### src/hdl/cists_pkg.sv
package cists_pkg;

   // ==========================================================================
   // Register map (byte addresses on the Wishbone slave).
   localparam logic [7:0] ADDR_CMD = 8'h00;
   localparam logic [7:0] ADDR_RESULT = 8'h04;
   localparam logic [7:0] ADDR_BUS_STATE = 8'h08;
   localparam logic [7:0] ADDR_DATA_IN = 8'h0C;
   localparam logic [7:0] ADDR_SWITCHES = 8'h10;

   // ==========================================================================
   // Command numbers.
   localparam logic [7:0] CMD_STATUS = 8'h1D;
   localparam logic [7:0] CMD_VERSION = 8'h1E;
   localparam logic [7:0] CMD_SET_SW = 8'h20;
   localparam logic [7:0] CMD_READ_SW = 8'h21;
   localparam logic [7:0] CMD_READ_DATA = 8'h01;

   // ==========================================================================
   // Command register field positions.
   localparam int CMD_CODE_LSB = 0;
   localparam int SW_REPEAT_BIT = 8;
   localparam int SW_IRQ_LSB = 12;
   localparam int SW_MODE_LSB = 16;

   // Bus state register field positions.
   localparam int ST_ACTIVE_BIT = 0;
   localparam int ST_REC_LSB = 8;
   localparam int ST_TEC_LSB = 16;

   // ==========================================================================
   // Status codes and thresholds.
   localparam logic [7:0] ERR_WARN_LEVEL = 8'h60;
   localparam logic [31:0] STAT_ACTIVE_OK = 32'h0000_0000;
   localparam logic [31:0] STAT_ACTIVE_ERR = 32'h0000_0001;
   localparam logic [31:0] STAT_IDLE_OK = 32'h0000_0002;
   localparam logic [31:0] STAT_IDLE_ERR = 32'h0000_0003;

   // Switch codes and reset values.
   localparam logic [3:0] SW_KEEP = 4'h9;
   localparam logic [3:0] IRQ_OFF = 4'h0;
   localparam logic [3:0] IRQ_PULSE = 4'h1;
   localparam logic [3:0] IRQ_FAST = 4'h2;
   localparam logic [3:0] IRQ_STANDBY = 4'h8;
   localparam logic [3:0] MODE_POWERUP = 4'h7;
   localparam logic REPEAT_RESET = 1'b0;

   // Marker returned for a stale read, two's complement of 99999.
   localparam logic [31:0] STALE_MARK = 32'hFFFE_7961;

   // ==========================================================================
   // Switch settings travel together.
   typedef struct packed {
      logic repeat_guard;
      logic [3:0] irq_sel;
      logic [3:0] mode_sel;
   } cists_switches_s;

endpackage

### src/hdl/cists_status_enc.sv
`timescale 1ns/1ps
// ============================================================================
// Status encoder: bus participation and error-counter level to a status code.
module cists_status_enc (
   input wire logic bus_active_i,          // Module takes part in bus traffic.
   input wire logic [7:0] rec_i,           // Receive error counter.
   input wire logic [7:0] tec_i,           // Transmit error counter.
   output logic [31:0] code_o              // Four-value status code.
);

   logic high_err;

   // Either counter at the warning level makes the error half of the code.
   assign high_err = (rec_i >= cists_pkg::ERR_WARN_LEVEL) || (tec_i >= cists_pkg::ERR_WARN_LEVEL);

   // Pick the code from the two conditions.
   always_comb begin
      if (bus_active_i && !high_err) begin
         code_o = cists_pkg::STAT_ACTIVE_OK;    // [RL1]
      end else if (bus_active_i) begin
         code_o = cists_pkg::STAT_ACTIVE_ERR;   // [RL2]
      end else if (!high_err) begin
         code_o = cists_pkg::STAT_IDLE_OK;      // [RL3]
      end else begin
         code_o = cists_pkg::STAT_IDLE_ERR;     // [RL4]
      end
   end

endmodule

### src/hdl/cists_cmd.sv
`timescale 1ns/1ps
// Behaviour
// RL1: Status reads 0000 when on the bus and both error counters are below 96.
// RL2: Status reads 0001 when on the bus and an error counter is 96 or more.
// RL3: Status reads 0002 when off the bus and both error counters are below 96.
// RL4: Status reads 0003 when off the bus and an error counter is 96 or more.
// RL5: Command 30 returns the firmware identity and version.
// RL6: With repeat-read at 0 a data read returns the last captured value even if already read.
// RL7: With repeat-read at 1 a data read of an already read value returns minus 99999.
// RL8: Interrupt switch 0 disables, 1 pulse, 2 fast, 8 low-power standby; 3 to 7 undefined.
// RL9: Writing 9 to the interrupt or mode switch leaves that switch unchanged.
// RL10: Mode switch selects listen-only, transmit-once, self-reception, retransmit and self-test modes.
// RL11: Mode switch value 7 is in effect after power-up.
// RL12: Read-switches returns every switch as set, ignoring unchanged-code writes.
// ============================================================================
// Command handler: host commands arrive as Wishbone writes to the command
// register; the answer is read back from the result register.
module cists_cmd #(
   parameter logic [15:0] FW_ID = 16'hA5C3,   // Firmware identity, arbitrary value.
   parameter logic [15:0] FW_VERSION = 16'h0102 // Firmware version, arbitrary value.
) (
   input wire logic clk_i,                  // System clock, 100 MHz.
   input wire logic rst_i,                  // Synchronous reset, active high.
   input wire logic wb_cyc_i,               // Wishbone cycle.
   input wire logic wb_stb_i,               // Wishbone strobe.
   input wire logic wb_we_i,                // Wishbone write enable.
   input wire logic [7:0] wb_adr_i,         // Wishbone byte address.
   input wire logic [3:0] wb_sel_i,         // Wishbone byte selects.
   input wire logic [31:0] wb_dat_i,        // Wishbone write data.
   output logic [31:0] wb_dat_o,            // Wishbone read data.
   output logic wb_ack_o,                   // Wishbone acknowledge.
   input wire logic cap_valid_i,            // Pulse: new captured data value.
   input wire logic [31:0] cap_data_i,      // Captured data value.
   output logic [3:0] irq_sel_o,            // Interrupt switch setting.
   output logic standby_o,                  // Low-power standby request.
   output logic [3:0] mode_sel_o,           // Controller operating mode.
   output logic repeat_guard_o              // Repeat-read switch.
);

   // =========================================================================
   // Declarations.
   cists_pkg::cists_switches_s sw;
   cists_pkg::cists_switches_s next_sw;
   logic [31:0] bus_state;
   logic [31:0] result;
   logic [31:0] next_result;
   logic [31:0] next_rdata;
   logic [31:0] last_value;
   logic fresh;
   logic standby;
   logic [31:0] status_code;
   logic bus_req;
   logic rd_req;
   logic wr_cmd;
   logic wr_bus_state;
   logic wr_data_in;
   logic set_cmd;
   logic rd_data_cmd;
   logic stale_read;
   logic [31:0] merged;
   logic [7:0] cmd_code;
   logic [3:0] req_irq;
   logic [3:0] req_mode;

   // Apply byte selects to a stored word.
   function automatic logic [31:0] merge_bytes(input logic [31:0] old_v, input logic [31:0] new_v,
                                                input logic [3:0] sel);
      logic [31:0] r;
      r = old_v;
      for (int i = 0; i < 4; i++) begin
         if (sel[i]) begin
            r[i*8 +: 8] = new_v[i*8 +: 8];
         end
      end
      return r;
   endfunction

   // =========================================================================
   // Helper functions and elaboration checks.

   // A write request that hits one register. Every write decode goes through
   // here, so the qualifiers that make a request live stay the same for all.
   function automatic logic write_hit(input logic req, input logic we, input logic [7:0] adr,
                                      input logic [7:0] target);
      return req && we && (adr == target);
   endfunction

   // Take a four-bit switch field out of a command word.
   function automatic logic [3:0] switch_field(input logic [31:0] word, input int lsb);
      return word[lsb +: 4];
   endfunction

   // Lay the switches out as the set command takes them, so that software can
   // write back what it read after changing one field. Unused bits read zero.
   function automatic logic [31:0] switch_word(input cists_pkg::cists_switches_s s);
      logic [31:0] w;
      w = 32'h0000_0000;
      w[cists_pkg::SW_REPEAT_BIT] = s.repeat_guard;
      w[cists_pkg::SW_IRQ_LSB +: 4] = s.irq_sel;
      w[cists_pkg::SW_MODE_LSB +: 4] = s.mode_sel;
      return w;
   endfunction

   // The word layout lives in the package. A command word field that runs off
   // its word or lands on another field, or a transmit counter that runs off the
   // bus state word, would corrupt settings without any other sign, so such a
   // layout is refused when the design is built.
   if (cists_pkg::CMD_CODE_LSB + 8 > 32) begin
      $error("Command code does not fit in the command word.");
   end
   if (cists_pkg::SW_REPEAT_BIT < cists_pkg::CMD_CODE_LSB + 8) begin
      $error("Repeat-read bit overlaps the command code.");
   end
   if (cists_pkg::SW_IRQ_LSB <= cists_pkg::SW_REPEAT_BIT) begin
      $error("Interrupt field overlaps the repeat-read bit.");
   end
   if (cists_pkg::SW_MODE_LSB < cists_pkg::SW_IRQ_LSB + 4) begin
      $error("Mode field overlaps the interrupt field.");
   end
   if (cists_pkg::SW_MODE_LSB + 4 > 32) begin
      $error("Mode field does not fit in the command word.");
   end
   if (cists_pkg::ST_TEC_LSB + 8 > 32) begin
      $error("Transmit error counter does not fit in the bus state word.");
   end
   if ($bits(cists_pkg::cists_switches_s) != 9) begin
      $error("Switches register expects nine bits of settings.");
   end
   if (cists_pkg::ERR_WARN_LEVEL == 8'h00) begin
      $error("A zero warning level would flag every error counter.");
   end

   // =========================================================================
   // Bus decode. Ack is registered, so a request is taken only while ack is
   // low: without that guard a held write would be taken a second time in the
   // cycle in which ack stands.
   //
   // Timing seen by a master, one edge at a time:
   //   edge 0: cyc, stb and the request appear;
   //   edge 1: the request is taken, a write lands, read data is loaded;
   //   edge 2: the master sees ack high and releases the request;
   //   edge 3: ack is low again and a new request may be taken.
   assign bus_req = wb_cyc_i && wb_stb_i && !wb_ack_o;
   assign rd_req = bus_req && !wb_we_i;
   assign wr_cmd = write_hit(bus_req, wb_we_i, wb_adr_i, cists_pkg::ADDR_CMD);
   assign wr_bus_state = write_hit(bus_req, wb_we_i, wb_adr_i, cists_pkg::ADDR_BUS_STATE);
   assign wr_data_in = write_hit(bus_req, wb_we_i, wb_adr_i, cists_pkg::ADDR_DATA_IN);

   // Unselected bytes of a command write count as zero, so a byte-wide write
   // of the code alone sends a command with every switch field at zero.
   assign merged = merge_bytes(32'h0000_0000, wb_dat_i, wb_sel_i);
   assign cmd_code = merged[cists_pkg::CMD_CODE_LSB +: 8];
   assign set_cmd = wr_cmd && (cmd_code == cists_pkg::CMD_SET_SW);
   assign rd_data_cmd = wr_cmd && (cmd_code == cists_pkg::CMD_READ_DATA);
   assign req_irq = switch_field(merged, cists_pkg::SW_IRQ_LSB);
   assign req_mode = switch_field(merged, cists_pkg::SW_MODE_LSB);

   // Acknowledge every access one cycle after the request is taken.
   always_ff @(posedge clk_i) begin
      if (rst_i) begin
         wb_ack_o <= 1'b0;
      end else begin
         wb_ack_o <= bus_req;
      end
   end

   // =========================================================================
   // Bus state word: participation flag and both error counters, written by
   // the controller side. Byte selects let one counter change on its own.
   always_ff @(posedge clk_i) begin
      if (rst_i) begin
         bus_state <= 32'h0000_0000;
      end else if (wr_bus_state) begin
         bus_state <= merge_bytes(bus_state, wb_dat_i, wb_sel_i);
      end
   end

   // The status code is decoded from the stored word, so a status command
   // always reports the counters as they stand at the edge it is taken.
   cists_status_enc u_status (
      .bus_active_i(bus_state[cists_pkg::ST_ACTIVE_BIT]),
      .rec_i(bus_state[cists_pkg::ST_REC_LSB +: 8]),
      .tec_i(bus_state[cists_pkg::ST_TEC_LSB +: 8]),
      .code_o(status_code)
   );

   // =========================================================================
   // Captured value and its fresh flag. A capture in the same cycle as a data
   // read wins: the read answers with the old value and the new one is kept
   // as fresh, so it is not lost.
   always_ff @(posedge clk_i) begin
      if (rst_i) begin
         last_value <= 32'h0000_0000;
         fresh <= 1'b0;
      end else if (cap_valid_i) begin
         last_value <= cap_data_i;
         fresh <= 1'b1;
      end else if (wr_data_in) begin
         last_value <= merge_bytes(last_value, wb_dat_i, wb_sel_i);
         fresh <= 1'b1;
      end else if (rd_data_cmd) begin
         fresh <= 1'b0;
      end
   end

   // =========================================================================
   // Next switch settings. The repeat-read bit has no unchanged code and is
   // always written; the other two fields keep their value on code 9.
   always_comb begin
      next_sw = sw;
      if (set_cmd) begin
         next_sw.repeat_guard = merged[cists_pkg::SW_REPEAT_BIT];   // [RL6] [RL7]
         if (req_irq != cists_pkg::SW_KEEP) begin                     // [RL9]
            next_sw.irq_sel = req_irq;                                // [RL8]
         end
         if (req_mode != cists_pkg::SW_KEEP) begin                    // [RL9]
            next_sw.mode_sel = req_mode;                              // [RL10]
         end
      end
   end

   // Switch registers. Undefined codes are stored as written; what they mean
   // is left to the logic that reads the outputs.
   always_ff @(posedge clk_i) begin
      if (rst_i) begin
         sw.repeat_guard <= cists_pkg::REPEAT_RESET;
         sw.irq_sel <= cists_pkg::IRQ_OFF;
         sw.mode_sel <= cists_pkg::MODE_POWERUP;                      // [RL11]
      end else begin
         sw <= next_sw;
      end
   end

   // Standby has its own flop, loaded from the next interrupt setting, so it
   // changes on the same edge as the switch and the pin sees no decode glitch.
   always_ff @(posedge clk_i) begin
      if (rst_i) begin
         standby <= (cists_pkg::IRQ_OFF == cists_pkg::IRQ_STANDBY);
      end else begin
         standby <= (next_sw.irq_sel == cists_pkg::IRQ_STANDBY);     // [RL8]
      end
   end

   // Switch outputs straight from the registers.
   assign irq_sel_o = sw.irq_sel;                                    // [RL8]
   assign standby_o = standby;                                       // [RL8]
   assign mode_sel_o = sw.mode_sel;                                  // [RL10]
   assign repeat_guard_o = sw.repeat_guard;                          // [RL6] [RL7]

   // =========================================================================
   // The stale marker replaces an already read value only while the
   // repeat-read switch asks for it; otherwise the host gets the last value
   // again, as often as it asks.
   assign stale_read = !fresh && sw.repeat_guard;

   // Next answer. It only changes when a command is written; unknown commands
   // answer zero so that software never reads a leftover answer as valid.
   always_comb begin
      next_result = result;
      if (wr_cmd) begin
         unique case (cmd_code)
            cists_pkg::CMD_STATUS: next_result = status_code;         // [RL1] [RL2] [RL3] [RL4]
            cists_pkg::CMD_VERSION: next_result = {FW_ID, FW_VERSION}; // [RL5]
            cists_pkg::CMD_READ_SW: next_result = switch_word(sw);     // [RL12]
            cists_pkg::CMD_READ_DATA: begin
               if (stale_read) begin
                  next_result = cists_pkg::STALE_MARK;                // [RL7]
               end else begin
                  next_result = last_value;                           // [RL6]
               end
            end
            default: next_result = 32'h0000_0000;
         endcase
      end
   end

   // Result register: the answer stands until the next command replaces it.
   always_ff @(posedge clk_i) begin
      if (rst_i) begin
         result <= 32'h0000_0000;
      end else begin
         result <= next_result;
      end
   end

   // =========================================================================
   // Read data for the register addressed. Unmapped addresses read zero; the
   // switches register pads the packed settings up to a word.
   always_comb begin
      unique case (wb_adr_i)
         cists_pkg::ADDR_RESULT: next_rdata = result;
         cists_pkg::ADDR_BUS_STATE: next_rdata = bus_state;
         cists_pkg::ADDR_DATA_IN: next_rdata = last_value;
         cists_pkg::ADDR_SWITCHES: next_rdata = {23'h000000, sw};
         default: next_rdata = 32'h0000_0000;
      endcase
   end

   // Read data is loaded with ack and then holds until the next read, so a
   // slow master still finds it after ack has dropped.
   always_ff @(posedge clk_i) begin
      if (rst_i) begin
         wb_dat_o <= 32'h0000_0000;
      end else if (rd_req) begin
         wb_dat_o <= next_rdata;
      end
   end

endmodule

### config.mk
export PLATFORM = sky130hd
export DESIGN_NAME = cists_cmd
export DESIGN_NICKNAME = d
export VERILOG_FILES = /design/src/hdl/cists_pkg.sv /design/src/hdl/cists_status_enc.sv /design/src/hdl/cists_cmd.sv
export SDC_FILE = /design/constraint.sdc
export NUM_CORES = 1
export LEC_CHECK = 0
export ABC_AREA = 1
export BUFFER_PORTS_ARGS = -buffer_cell sky130_fd_sc_hd__buf_2
export CAP_MARGIN = 10
export CELL_PAD_IN_SITES_DETAIL_PLACEMENT = 1
export CELL_PAD_IN_SITES_GLOBAL_PLACEMENT = 1
export CORE_ASPECT_RATIO = 1.4
export CORE_MARGIN = 3
export CORE_UTILIZATION = 39
export DETAILED_ROUTE_END_ITERATION = 8
export GPL_ROUTABILITY_DRIVEN = 0
export PLACE_DENSITY_LB_ADDON = 0.1
export SLEW_MARGIN = 10
export SYNTH_ARGS = -nofsm -noshare
export SYNTH_HDL_FRONTEND = slang
export SYNTH_HIERARCHICAL = 1
export SYNTH_SLANG_ARGS = --single-unit
export TNS_END_PERCENT = 10
### constraint.sdc
create_clock -name clk_i -period 1.9 [get_ports clk_i]
set_input_delay 0 -clock clk_i [delete_from_list [all_inputs] [get_ports clk_i]]
set_output_delay 0 -clock clk_i [all_outputs]
set_load 0.02 [all_outputs]
==> results of run 1 <==
-- routing by layer --
layer | track usage (%) | vias to the layer above | wire (um)
li1 | - | 3951 | -
met1 | 32.3 | 3958 | 11400
met2 | 55.3 | 273 | 16100
met3 | 4.16 | 101 | 1030
met4 | 18.8 | 0 | 2080
met5 | 0 | - | 0
-- cell usage after synthesis, types with 2 or more instances --
library cell / n / share of area [%]
sky130_fd_sc_hd__o21ai_1: 21 / 1.5
sky130_fd_sc_hd__nor2_1: 97 / 5.0
sky130_fd_sc_hd__buf_1: 3 / 0.16
sky130_fd_sc_hd__nor2_4: 2 / 0.31
sky130_fd_sc_hd__nand3_1: 108 / 7.5
sky130_fd_sc_hd__or2_2: 2 / 0.17
sky130_fd_sc_hd__o21ai_0: 61 / 4.2
sky130_fd_sc_hd__clkinv_1: 3 / 0.16
sky130_fd_sc_hd__buf_2: 17 / 1.2
sky130_fd_sc_hd__nand2_4: 2 / 0.31
sky130_fd_sc_hd__nand4_1: 5 / 0.43
sky130_fd_sc_hd__inv_2: 4 / 0.21
sky130_fd_sc_hd__clkbuf_1: 41 / 2.1
sky130_fd_sc_hd__o211ai_1: 21 / 2.2
sky130_fd_sc_hd__inv_1: 65 / 3.4
sky130_fd_sc_hd__nor2_2: 2 / 0.17
sky130_fd_sc_hd__a21oi_1: 118 / 8.2
sky130_fd_sc_hd__dfxtp_1: 140 / 39
sky130_fd_sc_hd__nor3_1: 5 / 0.35
sky130_fd_sc_hd__buf_6: 4 / 0.62
sky130_fd_sc_hd__nand2_1: 361 / 19
sky130_fd_sc_hd__buf_4: 30 / 3.1
sky130_fd_sc_hd__a31oi_1: 2 / 0.17
sky130_fd_sc_hd__nand2_2: 5 / 0.43
-- logic make-up after synthesis --
| family | Yosys count | synth area share, % |
|---|---|---|
| DFF | 140 | 38.7 |
| AOI/OAI and AO/OA | 224 | 16.3 |
| and+or+nand+nor | 594 | 34.0 |
| buffers and inverters | 167 | 10.9 |
| other | 1 | 0.0518 |
-- registers in the layout (all words and copies together), names as in the netlist --
name,count
bus_state,32
last_value,32
result,32
wb_dat_o,32
irq_sel_o,4
mode_sel_o,4
fresh,1
repeat_guard_o,1
standby_o,1
wb_ack_o,1
-- power groups by stage --
stage | Combinational [mW] | Clock, mW | Sequential [mW]
floorplan | 0.332 | 0 | 3.07
global placement | 0.508 | 0 | 3.12
detailed placement | 0.513 | 0 | 3.12
CTS | 0.631 | 3.50 | 3.05
global route | 0.725 | 3.63 | 3.05
finish | 0.660 | 3.46 | 3.05
-- worst register-to-register path, cell delays in order (launching register included) --
cell	delay, ns
sky130_fd_sc_hd__dfxtp_1	0.31
sky130_fd_sc_hd__nand3b_1	0.22
sky130_fd_sc_hd__inv_1	0.09
sky130_fd_sc_hd__nand2_1	0.13
sky130_fd_sc_hd__nor2_4	0.20
sky130_fd_sc_hd__nand2_1	0.11
sky130_fd_sc_hd__nand2_2	0.16
sky130_fd_sc_hd__inv_1	0.19
sky130_fd_sc_hd__nand2_1	0.14
sky130_fd_sc_hd__a21oi_1	0.07
-- final timing paths --
check	start	end	slack, ns	depth (start not counted)
worst max-delay path	wb_ack_o	last_value[15]	0.15	9
worst min-delay path	cap_data_i[17]	last_value[17]	0.05	3
worst max register to register	wb_ack_o	last_value[15]	0.15	9
worst min register to register	bus_state[16]	bus_state[16]	0.46	2
-- through the flow --
stage	instance area (um2)	total power, mW
global route	9380	7.41
global placement	8050	3.62
finish	9380	7.17
floorplan	7350	3.40
CTS	9370	7.18
detailed placement	8050	3.63
-- cell type report --
type	count	area [um2]
antenna	3	7.51
clock buffer	19	443
clock inverter	13	166
fill	2429	8690
inverter	72	270
multi-input combinational	848	3760
sequential	140	2800
tap	240	300
timing repair buffer	226	1630
-- repair_timing --
action,CTS,global route
endpoints found under the setup margin,0,14
hold buffers,71,0
endpoints found under the hold margin,70,0
resized for setup,0,1
buffers inserted,0,0
==> results list, run 1 <==
- Across the VDD grid, the largest voltage drop is 0.000460 V.
- Of the cells placed in the final design, the portion with a size suffix greater than 1 is 15.6%.
- Number of buffers added on ports: 124
- Insertion delay to the later sink of the worst-skew pair: 0.43 ns
- Internal Dissipation: 5.36 mW
* First-pass GRT wire length: 46800 um
- Run status: finished, final reports clean
- The finished layout holds 1561 standard cells, fillers aside.
* Total number of clock tree sinks: 140
- Number of buffers created by CTS: 17
- Post-synth cell types: 31
- The number of slew-limit violations in the final report is 0.
* Cell area after synthesis: 0.00724 mm2
* Top library cells by usage in the layout, fill and taps aside: sky130_fd_sc_hd__nand2_1 (361), sky130_fd_sc_hd__dfxtp_1 (140), sky130_fd_sc_hd__buf_2 (123)
- Among all stages on the critical path, the largest delay is contributed by sky130_fd_sc_hd__dfxtp_1.
- Per-cell routed wire length: 19.6 um
- Critical Path Source Type: register
* DRC violation total after the first TritonRoute iteration: 535
- Initial antenna violation count: 2
- Synthesized flop and latch total: 140
- Grt total ovfl: 0
- The total area inside the core boundary comes to 0.0181 mm2.
* Row count: 58
- Setup violations remaining at the end of the flow were counted as 0.
- Period Utilization, post-route: 92.3%
* Critical path cell sequence: nand3b_1 > inv_1 > nand2_1 > nor2_4 > nand2_1 > nand2_2 > inv_1 > nand2_1 > a21oi_1
- The most used flip-flop cell after synthesis is sky130_fd_sc_hd__dfxtp_1.
- OpenSTA, run right after detailed placement, puts the worst setup slack at 0.176 ns.
* Overall routing resource usage: 30.3%
- Final critical path time including I/O delays and setup: 1.75 ns
- The H-tree was split into 4 levels.
- Worst slack on hold paths: 0.0511 ns
- Net switching is 25.3% of the power.
- Power density over the cells: 764 mW/mm2
- For this configuration, the core starts out at a cell density of 40.1%.
- Highest clock rate: 0.570 GHz
- By instance count, the cell type seen most on the critical path is sky130_fd_sc_hd__nand2_1.
* DR pass1 iterations: 5
* Synthesized area divided by synthesized cell count: 6.43 um2
* Worst Setup End Kind: register
* Max-Cap Viols: 0
- Top-Level Pins: 125
- Register clock-pin slew on the reported worst setup and hold paths: 0.06 ns
* Utilization of the core after routing: 51.9%
- Data arrival, critical path: 2.04 ns
- In this run the tightest slew margin relative to its limit is 61.2%.
- Synthesis produced a netlist whose cell count is 1126.
- Of the total power, the clock network draws 48.2%.
* Seq pwr share: 42.6%
- Sequential share of the synthesized area: 38.7%
* Net count of the finished layout: 1387
- In the synthesized netlist the async set-or-reset flop fraction comes to 0%.
- The floorplan step set the die width to 121 um.
* Number of vias per cell: 5.31
- After routing, the total negative slack on setup checks comes to 0 ns.
- Signed area change from the synthesized netlist to the final layout: 29.6%
- Entering global routing, the biggest net connects 105 pins.
* Clock tree from TritonCTS: done
* Largest fanout on the critical path: 9
- At the pin with the least slew margin, the transition time is 0.583 ns.
- Number of synthesis warnings: 6
- For the worst setup path, the data required time is 2.19 ns.
- The analysis attributes to net switching a power of 1.81 mW.
- Die outline area: 0.0203 mm2
* Leading cell type in the layout, fill and taps excluded: sky130_fd_sc_hd__nand2_1
- Setup repair after global routing could not meet its margin everywhere.
- The count of nets left with antenna violations once routing finished came out at 0.
* Placed Cells incl. Taps: 1455
- The final count of hold timing violations is 0.
* Maximum single-stage delay on the critical path: 0.31 ns
- Total vias in the final route: 8283
- Hold crit path type: input pin to register
- The clock passes through at most 2 buffers.
- The setup path with the least slack is of type register to register.
- Summed over all cells, the static leakage comes to 4.01 nW.
- The wire-length estimate of the detail-placed layout is 20100 um.
- Worst Path Buf+Inv: 2
- The tree is rooted in a sky130_fd_sc_hd__clkbuf_16.
* Clock skew: 0.00830 ns
- The die is 167 um tall.
- Number of enable flip-flop cells after synthesis: 0
- Proportion of power drawn by combinational gates: 9.2%
* Post-route DRC violation count: 0
- Worst path setup slack after routing: 0.147 ns
- Total wire length: 30600 um
- The number of global-route vias before repair came to 8532.
- In this design, the largest share of critical-path delay is due to simple AND/OR/NAND/NOR gates.
No activity file was read; power rests on OpenSTA's default activity.
==> run 2: changes to the inputs <==
--- a/config.mk
+++ b/config.mk
@@ -13,7 +13,9 @@
 export CORE_ASPECT_RATIO = 1.4
 export CORE_MARGIN = 3
-export CORE_UTILIZATION = 39
+export CORE_UTILIZATION = 41
+export CTS_BUF_LIST = sky130_fd_sc_hd__clkbuf_8
 export DETAILED_ROUTE_END_ITERATION = 8
 export GPL_ROUTABILITY_DRIVEN = 0
+export MAX_ROUTING_LAYER = met4
 export PLACE_DENSITY_LB_ADDON = 0.1
 export SLEW_MARGIN = 10
==> constraint.sdc (replaced) <==
create_clock -name clk_i -period 1.9 [get_ports clk_i]
set_input_delay 0 -clock clk_i [delete_from_list [all_inputs] [get_ports clk_i]]
set_output_delay 0 -clock clk_i [all_outputs]
set_load 0.005 [all_outputs]
==> run 2 against run 1 <==
Die area down 4.7%. Worst setup slack worse by 0.046 ns. Via count up 1.5%. Utilization up 1.9 points. Clock power down 25%. Sequential share of layout area up 0.68 points. Critical path depth unchanged. Cell area down 2.2%. Power down 12%. Non-clock buffer count unchanged. Global-route usage up 3.5 points. Register-to-register slack worse by 0.05 ns. Critical path type unchanged. Largest power group is now registers.
==> results list, run 2 (synthesized netlist as in run 1, its figures left out) <==
* Run status: finished, final reports clean
* Proportion of power drawn by combinational gates: 10.7%
- Data arrives at the worst endpoint at 2.11 ns.
- Leaving out fill and tap cells, the most frequent cell in the layout is sky130_fd_sc_hd__nand2_1.
* Clock tree from TritonCTS: done
- The worst-case IR drop observed on VDD is 0.000449 V.
* Most used cell along the critical path: sky130_fd_sc_hd__nand2_1
* Highest clock rate: 0.556 GHz
- Effective utilization at floorplan: 42.5%
- In this run the power density over the cells is 688 mW/mm2.
* Power consumption: 6.31 mW
- In this run the critical register-to-register path is launched from wb_ack_o.
- Per-cell routed wire length: 20.5 um
- Clock skew: 0.0155 ns
- Data on the critical path is required at its endpoint by 2.21 ns.
- Max-Cap Viols: 0
- Summed negative setup slack over all endpoints: 0 ns
- Clock group share of total power: 40.9%
- End point of the critical path: last_value[8]
* Total wire length: 31800 um
- The number of slew-limit violations in the final report is 0.
- DR pass1 iterations: 7
- The floorplan step set the die height to 163 um.
* Worst Setup End Kind: register
- Clock Root Buffer: sky130_fd_sc_hd__clkbuf_8
- In this run the worst setup path begins at wb_ack_o.
* Share of layout cells above drive strength 1: 15.8%
* Maximum root-to-sink buffer count: 2
- The final count of hold timing violations was 0.
- Die extent in x: 118 um
- Top-Level Pins: 125
- In the routed layout, each cell is associated on average with a via count of 5.42.
* Grt total ovfl: 0
* DRC violation total after the first TritonRoute iteration: 602
* Period Utilization, post-route: 94.7%
- Sw power: 1.84 mW
- The filler cells instantiated in the layout total 2326.
* Rel. slew slack: 59.9%
- Overall routing resource usage: 33.8%
- Top library cells by usage in the layout, fill and taps aside: sky130_fd_sc_hd__nand2_1 (360), sky130_fd_sc_hd__dfxtp_1 (140), sky130_fd_sc_hd__buf_2 (123)
* Number of buffers created by CTS: 17
- Flip-flop and latch area: 0.00280 mm2
- First-pass GRT wire length: 48900 um
- Depth of the CTS H-tree: 4
* Capturing point of the worst reg2reg path: last_value[8]
- Leakage power: 3.93 nW
- Setup repair after global routing could not meet its margin everywhere.
- For the pin with the worst max-slew slack, the measured transition is 0.601 ns.
- Hold crit path type: input pin to register
* Master of the slowest instance on the critical path: sky130_fd_sc_hd__dfxtp_1
- The number of global-route vias before repair is 8844.
* Switch share: 29.1%
- The initial antenna violation count was 3.
- Sequential cells account for 48.4% of the total power.
- Critical path cell sequence: nand3b_1 > inv_1 > nand2_1 > nor2_4 > nand2_1 > nand2_2 > inv_1 > nand2_1 > a21oi_1
- The critical path crosses 9 cells after its start point.
- Maximum single-stage delay on the critical path: 0.32 ns
- For this run, the post-layout net count is 1387.
- Of all nets on the critical path, the largest fanout is 9.
- Post-route DRC violation count: 0
- Row generation in the floorplan step produced 56 rows.
* Pin count of the biggest net entering global routing: 105
- Total area of multi-input combinational cells: 0.00377 mm2
- Reg2Reg Setup Slack: 0.10 ns
* DP Wirelength: 20300 um
- Compared with the post-synthesis result, the final layout area differs by 26.7%.
- The internal power of the cells totals 4.47 mW.
- Total vias in the final route: 8410
- The core region is 0.0170 mm2.
- Critical Path Source Type: register
- In this run the remaining antenna-violating nets after routing total 0.
* Number of buffers added on ports: 124
- The worst setup path is of the register to register kind.
- # setup viols final: 0
* Cell class contributing the biggest share of worst-path delay: simple AND/OR/NAND/NOR gates
* Worst Path Buf+Inv: 2
- At the later pin of the worst-skew pair, clock insertion delay measures 0.46 ns.
- After clock tree synthesis, the clock-pin slew on the worst setup and hold paths is 0.09 ns.
- Counting cells, the worst reg-to-reg path comes to 9.
* Final critical path time including I/O delays and setup: 1.80 ns
- Die outline area: 0.0193 mm2
- Total number of clock tree sinks: 140
[run 2: how the worst min path moves through the flow]
| stage | startpoint | to | slack, ns | cells past startpoint |
|---|---|---|---|---|
| floorplan | wb_dat_i[18] | mode_sel_o[2] | 0.14 | 2 |
| global placement | wb_dat_i[25] | bus_state[25] | 0.28 | 3 |
| detailed placement | wb_dat_i[31] | bus_state[31] | 0.30 | 3 |
| CTS | wb_we_i | wb_dat_o[25] | 0.04 | 5 |
| global route | wb_we_i | wb_dat_o[25] | 0.07 | 5 |
| finish | wb_we_i | wb_dat_o[25] | 0.07 | 5 |
[run 2: power groups by stage]
stage	clock [mW]	sequential, mW	combinational (mW)
CTS	2.62	3.05	0.634
floorplan	0	3.07	0.332
detailed placement	0	3.12	0.516
finish	2.58	3.05	0.677
global placement	0	3.12	0.505
global route	2.75	3.05	0.735
[run 2: stage by stage]
step           cells  worst slack (ns)  util (%)  area [um2]  hold slack [ns]
4_1_cts         1550             0.122      53.7        9150           0.0354
3_5_place_dp    1447             0.164      47.1        8030            0.296
5_1_grt         1553          -0.00804      53.9        9170           0.0652
6_report        1553             0.101      53.9        9170           0.0700
2_1_floorplan   1155             0.490         -        7350            0.138
3_3_place_gp    1447             0.281      47.1        8030            0.281
[run 2: area by class of cell]
type | instances | area share (%)
Clock buffer | 17 | 2.55
Antenna cell | 3 | 0.0819
Inverter | 72 | 2.95
Sequential cell | 140 | 30.6
Tap cell | 232 | 3.17
Timing Repair Buffer | 226 | 17.6
Clock inverter | 15 | 1.96
Multi-Input combinational cell | 848 | 41.1
[run 2: routing by layer]
metal | vias to the layer above | share of wire, % | track usage (%)
li1 | 3943 | - | -
met3 | 129 | 3.8 | 4.71
met4 | 0 | 8.5 | 26.0
met1 | 4021 | 36 | 33.6
met5 | - | 0 | -
met2 | 317 | 52 | 59.8
[run 2: tightest hold or removal path: stages]
cell and delay, ns:
sky130_fd_sc_hd__buf_2 0.11, sky130_fd_sc_hd__nor2_2 0.10, sky130_fd_sc_hd__buf_4 0.16, sky130_fd_sc_hd__nand2_1 0.06, sky130_fd_sc_hd__a21oi_1 0.05
[run 2: timing repair]
item / CTS / global route
buffers inserted: 0 / 0
endpoints found under the setup margin: 0 / 22
hold endpoints to repair: 71 / 0
hold buffers: 71 / 0
resized for setup: 0 / 3
